File: config.mk
export PLATFORM = sky130hd
export DESIGN_NAME = codec_setup_and_latch_regs_flat
export DESIGN_NICKNAME = d
export VERILOG_FILES = /design/src/codec_regs_pkg.sv /design/src/codec_ctl_if.sv /design/src/codec_setup_and_latch_regs.sv /design/src/flat_wrapper.sv
export SDC_FILE = /design/constraint.sdc
export NUM_CORES = 1
export LEC_CHECK = 0
export BUFFER_PORTS_ARGS = -buffer_cell sky130_fd_sc_hd__clkbuf_2
export CORE_MARGIN = 2
export CORE_UTILIZATION = 50
export DETAILED_ROUTE_END_ITERATION = 16
export GPL_TIMING_DRIVEN = 0
export PLACE_DENSITY_LB_ADDON = 0.3
export SETUP_SLACK_MARGIN = 0.2
export SLEW_MARGIN = 20
export SYNTH_ARGS = -nofsm -noshare
export SYNTH_HDL_FRONTEND = slang
export SYNTH_SLANG_ARGS = --single-unit
File: constraint.sdc
create_clock -name clk -period 4.2 [get_ports clk]
set_clock_uncertainty 0.15 [all_clocks]
set_input_delay 0 -clock clk [delete_from_list [all_inputs] [get_ports clk]]
set_output_delay 0 -clock clk [all_outputs]
set_load 0.02 [all_outputs]
File: src/codec_regs_pkg.sv
// shared constants and types for the codec setup and latch register bank
package codec_regs_pkg;
  // first byte fields
  localparam int B1_POWER_BIT = 7;
  localparam int B1_ADDR_HI = 6;
  localparam int B1_ADDR_LO = 3;
  localparam int B1_READ_BIT = 2;
  localparam int B1_TWO_BYTE_BIT = 1;
  // register address codes in first byte bits 6..3
  localparam logic [3:0] ADDR_SETUP = 4'h0;
  localparam logic [3:0] ADDR_LATCH_VALUE = 4'h1;
  localparam logic [3:0] ADDR_LATCH_DIR = 4'h2;
  // setup byte field positions
  localparam int SETUP_RATE_HI = 7;
  localparam int SETUP_RATE_LO = 6;
  localparam int SETUP_LAW = 5;
  localparam int SETUP_INV = 4;
  localparam int SETUP_TIMING = 3;
  localparam int SETUP_PCM_RET = 2;
  localparam int SETUP_CONV_RET = 1;
  localparam int SETUP_AMP_SLEEP = 0;
  // reset values: 2.048 MHz, mu-255, non-delayed, normal, amp off in sleep
  localparam logic [7:0] SETUP_RESET = 8'h89;
  localparam logic [7:0] LATCH_DIR_RESET = 8'h00;
  localparam logic [7:0] LATCH_VALUE_RESET = 8'h00;
  localparam logic SLEEP_RESET = 1'b1;
  // latch layout: latch i sits at byte bit (LATCH_TOP - i)
  localparam int LATCH_TOP = 7;
  localparam int LATCH_COUNT = 4;
  localparam int LATCH_BITS_KEPT = 6;
  // wake holdoff counts frame sync pulses
  localparam logic [1:0] WAKE_SYNC_COUNT = 2'h2;
  // host user-port register offsets
  localparam logic [2:0] HOST_OFS_BYTE2 = 3'h0;
  localparam logic [2:0] HOST_OFS_ISSUE = 3'h1;
  localparam logic [2:0] HOST_OFS_STATUS = 3'h2;
  localparam logic [2:0] HOST_OFS_READBACK = 3'h3;
  localparam logic [2:0] HOST_OFS_LAST_B1 = 3'h4;
  // master clock divider choice
  typedef enum logic [1:0] {
    RATE_512K = 2'h0,
    RATE_1536K = 2'h1,
    RATE_2048K = 2'h2,
    RATE_4096K = 2'h3
  } rate_sel_t;
  // coding law choice
  typedef enum logic [1:0] {
    LAW_MU255,
    LAW_A_EVEN_INV,
    LAW_A_PLAIN
  } law_mode_t;
  // loopback choice
  typedef enum logic [1:0] {
    LOOP_NORMAL,
    LOOP_DIGITAL,
    LOOP_ANALOG
  } loop_mode_t;
endpackage : codec_regs_pkg

File: src/codec_ctl_if.sv
// instruction carrier between the host end and the codec register bank
`timescale 1ns/10ps
`default_nettype none
interface codec_ctl_if;
  logic instr_valid; // one cycle pulse, bytes below are valid
  logic [7:0] instr_b1; // first byte
  logic [7:0] instr_b2; // second byte, used when two-byte bit set
  logic rsp_valid; // one cycle pulse, read-back byte valid
  logic [7:0] rsp_data; // read-back second byte
  modport device (input instr_valid, input instr_b1, input instr_b2,
                  output rsp_valid, output rsp_data);
  modport host (output instr_valid, output instr_b1, output instr_b2,
                input rsp_valid, input rsp_data);
endinterface : codec_ctl_if
`default_nettype wire

File: src/codec_setup_and_latch_regs.sv
// codec register bank: setup, power state, latch direction and values
`timescale 1ns/10ps
`default_nettype none
module codec_setup_and_latch_regs
  import codec_regs_pkg::*;
(
  input wire logic clk,
  input wire logic rst_n,
  codec_ctl_if.device ctl,
  input wire logic tx_frame_sync,
  input wire logic [LATCH_COUNT-1:0] latch_pin_in,
  output logic [LATCH_COUNT-1:0] latch_pin_out,
  output logic [LATCH_COUNT-1:0] latch_pin_oe,
  output logic sleep_state,
  output rate_sel_t rate_sel,
  output law_mode_t law_mode,
  output logic timing_style_sel,
  output loop_mode_t loop_mode,
  output logic tx_voice_in_isolated,
  output logic amp_on,
  output logic tx_pcm_enable
);
  logic [7:0] codec_setup_reg; // setup byte as written
  logic [LATCH_BITS_KEPT-1:0] latch_dir_reg; // direction bits 7..2
  logic [LATCH_BITS_KEPT-1:0] latch_value_reg; // written latch data 7..2
  logic sleep_reg; // power state, one is asleep
  logic [1:0] wake_sync_reg; // frame syncs seen since waking
  logic fs_prev_reg; // last frame sync level
  logic rsp_valid_reg; // read-back pulse
  logic [7:0] rsp_data_reg; // read-back byte
  logic is_two; // instruction carries a second byte
  logic is_read; // instruction reads back
  logic [3:0] addr; // register address code
  logic fs_rise; // frame sync rising edge
  logic [7:0] latch_read; // assembled latch state byte

  // a two-byte write instruction aimed at one register address
  function automatic logic write_hit(
    input logic valid,
    input logic [7:0] b1,
    input logic [3:0] want
  );
    return valid && b1[B1_TWO_BYTE_BIT] && !b1[B1_READ_BIT] &&
      (b1[B1_ADDR_HI:B1_ADDR_LO] == want);
  endfunction

  // latch i keeps its bit at this index of a kept field
  function automatic int kept_index(input int latch);
    return LATCH_BITS_KEPT - 1 - latch;
  endfunction

  // the kept upper bits of a latch byte; the two low bits are don't-care
  function automatic logic [LATCH_BITS_KEPT-1:0] kept_bits(input logic [7:0] b);
    return b[7:8-LATCH_BITS_KEPT];
  endfunction

  // decode the first byte
  assign is_two = ctl.instr_b1[B1_TWO_BYTE_BIT];
  assign is_read = ctl.instr_b1[B1_READ_BIT];
  assign addr = ctl.instr_b1[B1_ADDR_HI:B1_ADDR_LO];
  assign fs_rise = tx_frame_sync & ~fs_prev_reg;

  // pin level for inputs, written value for outputs
  always_comb begin
    latch_read = 8'h00;
    for (int i = 0; i < LATCH_COUNT; i++) begin
      latch_read[LATCH_TOP-i] = latch_dir_reg[LATCH_BITS_KEPT-1-i] ?
        latch_value_reg[LATCH_BITS_KEPT-1-i] : latch_pin_in[i];
    end
    for (int j = LATCH_COUNT; j < LATCH_BITS_KEPT; j++) begin
      latch_read[LATCH_TOP-j] = latch_value_reg[LATCH_BITS_KEPT-1-j];
    end
  end

  // every instruction carries the power bit, whatever its kind
  always_ff @(posedge clk) begin
    if (!rst_n) begin
      sleep_reg <= SLEEP_RESET;
    end else if (ctl.instr_valid) begin
      sleep_reg <= ctl.instr_b1[B1_POWER_BIT];
    end
  end

  // setup register write, in either power state
  always_ff @(posedge clk) begin
    if (!rst_n) begin
      codec_setup_reg <= SETUP_RESET;
    end else if (write_hit(ctl.instr_valid, ctl.instr_b1, ADDR_SETUP)) begin
      codec_setup_reg <= ctl.instr_b2;
    end
  end

  // latch direction write, bits 1 and 0 dropped
  always_ff @(posedge clk) begin
    if (!rst_n) begin
      latch_dir_reg <= LATCH_DIR_RESET[LATCH_BITS_KEPT-1:0];
    end else if (write_hit(ctl.instr_valid, ctl.instr_b1, ADDR_LATCH_DIR)) begin
      latch_dir_reg <= kept_bits(ctl.instr_b2);
    end
  end

  // latch value write
  always_ff @(posedge clk) begin
    if (!rst_n) begin
      latch_value_reg <= LATCH_VALUE_RESET[LATCH_BITS_KEPT-1:0];
    end else if (write_hit(ctl.instr_valid, ctl.instr_b1, ADDR_LATCH_VALUE)) begin
      latch_value_reg <= kept_bits(ctl.instr_b2);
    end
  end

  // read-back answer one cycle after the instruction
  always_ff @(posedge clk) begin
    if (!rst_n) begin
      rsp_valid_reg <= 1'b0;
      rsp_data_reg <= 8'h00;
    end else begin
      rsp_valid_reg <= 1'b0;
      if (ctl.instr_valid && is_two && is_read) begin
        rsp_valid_reg <= 1'b1;
        unique case (addr)
          ADDR_SETUP: rsp_data_reg <= codec_setup_reg;
          ADDR_LATCH_VALUE: rsp_data_reg <= latch_read;
          ADDR_LATCH_DIR: rsp_data_reg <= {latch_dir_reg, 2'b00};
          default: rsp_data_reg <= 8'h00; // invalid codes read zero
        endcase
      end
    end
  end

  // count frame syncs after waking; sleep restarts the count
  always_ff @(posedge clk) begin
    if (!rst_n) begin
      fs_prev_reg <= 1'b0;
      wake_sync_reg <= 2'h0;
    end else begin
      fs_prev_reg <= tx_frame_sync;
      if (sleep_reg) begin
        wake_sync_reg <= 2'h0;
      // the count saturates once the holdoff is over
      end else if (fs_rise && wake_sync_reg != WAKE_SYNC_COUNT) begin
        wake_sync_reg <= wake_sync_reg + 2'h1;
      end
    end
  end

  // power outputs follow the sleep state and the wake holdoff
  always_ff @(posedge clk) begin
    if (!rst_n) begin
      sleep_state <= SLEEP_RESET; // asleep after power-on
      amp_on <= 1'b0; // amp disabled in sleep by default
      tx_pcm_enable <= 1'b0; // pcm output held off
    end else begin
      sleep_state <= sleep_reg;
      // amp stays on in sleep only while the amp-in-sleep bit is clear
      amp_on <= !sleep_reg || !codec_setup_reg[SETUP_AMP_SLEEP];
      // pcm output waits for the second frame sync after waking
      tx_pcm_enable <= !sleep_reg && (wake_sync_reg == WAKE_SYNC_COUNT);
    end
  end

  // setup byte fields decoded into mode outputs
  always_ff @(posedge clk) begin
    if (!rst_n) begin
      rate_sel <= RATE_2048K;
      law_mode <= LAW_MU255;
      timing_style_sel <= 1'b1;
      loop_mode <= LOOP_NORMAL;
      tx_voice_in_isolated <= 1'b0;
    end else begin
      rate_sel <= rate_sel_t'(codec_setup_reg[SETUP_RATE_HI:SETUP_RATE_LO]);
      // mu-255 whenever law bit is zero
      if (!codec_setup_reg[SETUP_LAW]) begin
        law_mode <= LAW_MU255;
      end else if (!codec_setup_reg[SETUP_INV]) begin
        law_mode <= LAW_A_EVEN_INV;
      end else begin
        law_mode <= LAW_A_PLAIN;
      end
      timing_style_sel <= codec_setup_reg[SETUP_TIMING];
      // digital loop wins over analog loop
      if (codec_setup_reg[SETUP_PCM_RET]) begin
        loop_mode <= LOOP_DIGITAL;
      end else if (codec_setup_reg[SETUP_CONV_RET]) begin
        loop_mode <= LOOP_ANALOG;
      end else begin
        loop_mode <= LOOP_NORMAL;
      end
      // voice input cut from its pin only in analog loop
      tx_voice_in_isolated <= !codec_setup_reg[SETUP_PCM_RET] &&
        codec_setup_reg[SETUP_CONV_RET];
    end
  end

  // latch pins: all inputs after reset, then direction and data bits
  always_ff @(posedge clk) begin
    if (!rst_n) begin
      latch_pin_out <= '0;
      latch_pin_oe <= '0;
    end else begin
      for (int i = 0; i < LATCH_COUNT; i++) begin
        latch_pin_oe[i] <= latch_dir_reg[kept_index(i)];
        latch_pin_out[i] <= latch_value_reg[kept_index(i)];
      end
    end
  end

  assign ctl.rsp_valid = rsp_valid_reg;
  assign ctl.rsp_data = rsp_data_reg;
endmodule : codec_setup_and_latch_regs
`default_nettype wire

File: src/flat_wrapper.sv
// flat-port wrapper written by rule: the top's interface ports become plain ports
module codec_setup_and_latch_regs_flat import codec_regs_pkg::*;
  (clk, rst_n, tx_frame_sync, latch_pin_in, latch_pin_out, latch_pin_oe, sleep_state, rate_sel, law_mode, timing_style_sel, loop_mode, tx_voice_in_isolated, amp_on, tx_pcm_enable, ctl_instr_valid, ctl_instr_b1, ctl_instr_b2, ctl_rsp_valid, ctl_rsp_data);
  codec_ctl_if ctl_i ();
  input wire logic clk;
  input wire logic rst_n;
  input wire logic tx_frame_sync;
  input wire logic [LATCH_COUNT-1:0] latch_pin_in;
  output logic [LATCH_COUNT-1:0] latch_pin_out;
  output logic [LATCH_COUNT-1:0] latch_pin_oe;
  output logic sleep_state;
  output rate_sel_t rate_sel;
  output law_mode_t law_mode;
  output logic timing_style_sel;
  output loop_mode_t loop_mode;
  output logic tx_voice_in_isolated;
  output logic amp_on;
  output logic tx_pcm_enable;
  input wire logic [$bits(ctl_i.instr_valid)-1:0] ctl_instr_valid;
  input wire logic [$bits(ctl_i.instr_b1)-1:0] ctl_instr_b1;
  input wire logic [$bits(ctl_i.instr_b2)-1:0] ctl_instr_b2;
  output wire logic [$bits(ctl_i.rsp_valid)-1:0] ctl_rsp_valid;
  output wire logic [$bits(ctl_i.rsp_data)-1:0] ctl_rsp_data;
  assign ctl_i.instr_valid = ctl_instr_valid;
  assign ctl_i.instr_b1 = ctl_instr_b1;
  assign ctl_i.instr_b2 = ctl_instr_b2;
  assign ctl_rsp_valid = ctl_i.rsp_valid;
  assign ctl_rsp_data = ctl_i.rsp_data;
  codec_setup_and_latch_regs u_core (.clk(clk), .rst_n(rst_n), .ctl(ctl_i), .tx_frame_sync(tx_frame_sync), .latch_pin_in(latch_pin_in), .latch_pin_out(latch_pin_out), .latch_pin_oe(latch_pin_oe), .sleep_state(sleep_state), .rate_sel(rate_sel), .law_mode(law_mode), .timing_style_sel(timing_style_sel), .loop_mode(loop_mode), .tx_voice_in_isolated(tx_voice_in_isolated), .amp_on(amp_on), .tx_pcm_enable(tx_pcm_enable));
endmodule
==> results.yml <==
synthesis:
  synth-main-ff-cell: "dfxtp_1"
  synth_enable_flop_cells: 0
  syn_area_mm2: 0.00194
  synth_mux_area_share_pct: 12.4
  async_flop_share_pct: 0
  synth_fp_nets: 210
  synth-compound-area-share_pct: 5.94
  yosysSeqAreaShare_pct: 53.7
  synth_warnings: 0
  netlist_instances: 185
  synth_cell_types: 32
  yosysTopAreaCell: "dfxtp_1"
  yosys.area_share.simple_pct: 22.1
  yosys_register_bits: 52
  yosys.area_share.adder_pct: 0.646
  synth_top_family_by_area: "simple AND/OR/NAND/NOR gates"
  synth_xor_area_share_pct: 0.452
  synthTopCellsByArea: "dfxtp_1 54%, mux2i_1 11%, nand2_1 4.8%"
  synth.avg_cell_area_um2: 10.5
  synth_top_area_share_pct: 53.7
grt:
  grt_pass1_wl_um: 7390
  overflow: 0
  antenna_found_initial: 0
  grt_pass1_vias: 1592
  grt_util_all_layers_pct: 22.9
  grt_max_degree: 15
setup_path:
  critPathCaptureType: "flip-flop"
  startpoint_type: "primary input"
  r2r_start: "u_core.wake_sync_reg[0]"
  timing.rr.end: "u_core.wake_sync_reg[1]"
  worstPathMaxFanout: 8
  critPathSlowestCell: "nor4_4"
  path_buf_inv: 3
  critical_path_class: "in2reg"
  path_cells: "dlygate4sd3_1 > clkbuf_2 > or3b_4 > nor4_4 > mux2i_1 > dlygate4sd3_1"
  worstPathRequired_ps: 4300
  arrival_ps: 2610
  reg2reg_depth: 5
  cp_common_cell: "dlygate4sd3_1"
  slowest_delay_ps: 710
  reg2reg_slack_ps: 2640
  crit_family: "buffers and inverters"
detailed_routing:
  drc: 0
  drtAntennaViolNets: 0
  via_count: 1568
  drt_iter0_markers: 101
  wl_per_cell_um: 14.1
  routed_wl_um: 4370
  dr.pass1.iters: 4
  routed_via_density: 5.07
floorplan:
  design.die.area_mm2: 0.00439
  core_mm2: 0.00369
  die_y_um: 66.3
  rows: 22
  initial_core_util_pct: 52.5
  io_pins: 52
  die_w_um: 66.3
place:
  gp_congestion: 0.762
  io_buffer_count: 50
  hpwl_um: 2880
cts:
  cts_tree: "yes"
  cts_resized: 0
  clkTransAtPathRegs_ps: 90
  cts_buffers: 5
  ctsHoldBuffers: 18
  clk_latency_ps: 300
  cts_buffer_depth: 2
  htreeDepth: 2
  cts.sinks: 52
  clk_root_buffer_cell: "clkbuf_8"
  post-cts-setup-buffers: 0
hold_path:
  hold_class: "in2reg"
  holdPathEnd: "u_core.codec_setup_reg[6]"
  min_path_cells: 4
  hold_path_startpoint: "ctl_instr_b1[5]"
final_layout:
  antenna_cells: 0
  fin_nets: 285
  area_growth_pct: 30.0
  drive_gt1_share_pct: 23.4
pwr:
  finalPower_uw: 858
  p_leak_uw: 0.00124
  p_per_area_mw_per_mm2: 341
  irDropWorstVdd_mv: 0.287
sta:
  slew_viol_final: 0
  setup_tns_ps: 0
  period_share_pct: 59.7
  worstMarginPinSlew_ps: 837
  timing.fmax_ghz: 0.399
  rsz0062_at_grt: "false"
  min_period_ps: 2510
  relSlewSlack_pct: 43.9
  setup_violations: 0
  hold_viol: 0
status:
  status: "completed"
run:
  maxCapViolations: 0
==> stage by stage <==
stage / cells / setup WS (ps) / instance area, um2 / utilization [%] / hold slack (ps)
global route: 309 / 1570 / 2520 / 68.3 / 70.4
detailed placement: 283 / 2320 / 2250 / 61.0 / 78.3
global placement: 283 / 2310 / 2250 / 61.0 / 72.7
floorplan: 185 / 2650 / 1940 / - / -55.5
finish: 309 / 1690 / 2520 / 68.3 / 40.6
CTS: 309 / 1720 / 2520 / 68.3 / 41.0
==> worst max-delay path by stage <==
stage / from / slack [ps] / end / depth (start not counted)
after CTS: ctl_instr_valid / 1720 / u_core.codec_setup_reg[0] / 6
after floorplan: ctl_instr_b1[6] / 2650 / u_core.codec_setup_reg[3] / 3
after global placement: ctl_instr_valid / 2310 / u_core.codec_setup_reg[3] / 4
after detailed placement: ctl_instr_valid / 2320 / u_core.codec_setup_reg[3] / 4
after global routing: ctl_instr_valid / 1570 / u_core.codec_setup_reg[1] / 6
final: ctl_instr_valid / 1690 / u_core.codec_setup_reg[0] / 6
==> cells in the final DEF (no fill, tap or decap), types with 2 or more instances in the layout <==
cell	synthesis	final
and3b_1	4	4
nand2b_1	6	6
nor2_1	7	7
nand2_1	25	25
nor3b_1	7	7
dlygate4sd3_1	0	18
o2bb2ai_1	6	6
a22o_1	2	2
nor4bb_1	4	4
and4b_1	4	4
clkbuf_2	0	50
clkbuf_1	7	9
a2bb2oi_1	2	2
nor4_1	5	5
dfxtp_1	52	52
inv_1	15	15
mux2_4	2	2
clkbuf_8	0	6
mux2i_1	21	21
==> cell type report <==
type	count	area, um2
buffer	9	35.0
inverter	15	56.3
multi-input combinational	109	806
tap	48	60.1
timing repair buffer	68	430
sequential	52	1040
clock buffer	8	90.1
fill	311	1170
==> worst reg2reg max path: stages (launching register included) <==
cell	delay [ps]
dfxtp_1	370
inv_1	60
ha_1	200
nor3b_1	420
nor2_1	90
a211oi_1	200
==> cell usage after synthesis, types with 4 or more instances <==
library cell	count
clkbuf_1	7
o2bb2ai_1	6
mux2i_1	21
nand2_1	25
nand2b_1	6
and4b_1	4
nor3b_1	7
nor4_1	5
nor2_1	7
nor4bb_1	4
and3b_1	4
inv_1	15
dfxtp_1	52
==> per-layer routing <==
layer  vias up  share of wire (%)  GRT usage [%]
met5         -                  0              0
met4         0                1.7           9.44
met3         8                4.3           6.47
met2        37                 49           37.1
met1       730                 45           28.5
li1        793                  -              -
==> cell families after synthesis <==
group / Yosys count
xor gates and xnor gates: 1
adders and majority gates: 1
buffers and inverters: 24
and+or+nand+nor: 70
DFF: 52
AOI/OAI and AO/OA: 14
muxes: 23
==> where the power goes <==
group          leakage (uW)  switching (uW)  internal (uW)  total, uW
Sequential         0.000420            2.02            496        498
Clock             0.0000455             158            135        293
Combinational      0.000778            35.2           31.6       66.8
Total               0.00124             195            663        858
No activity file was read; power rests on OpenSTA's default activity.
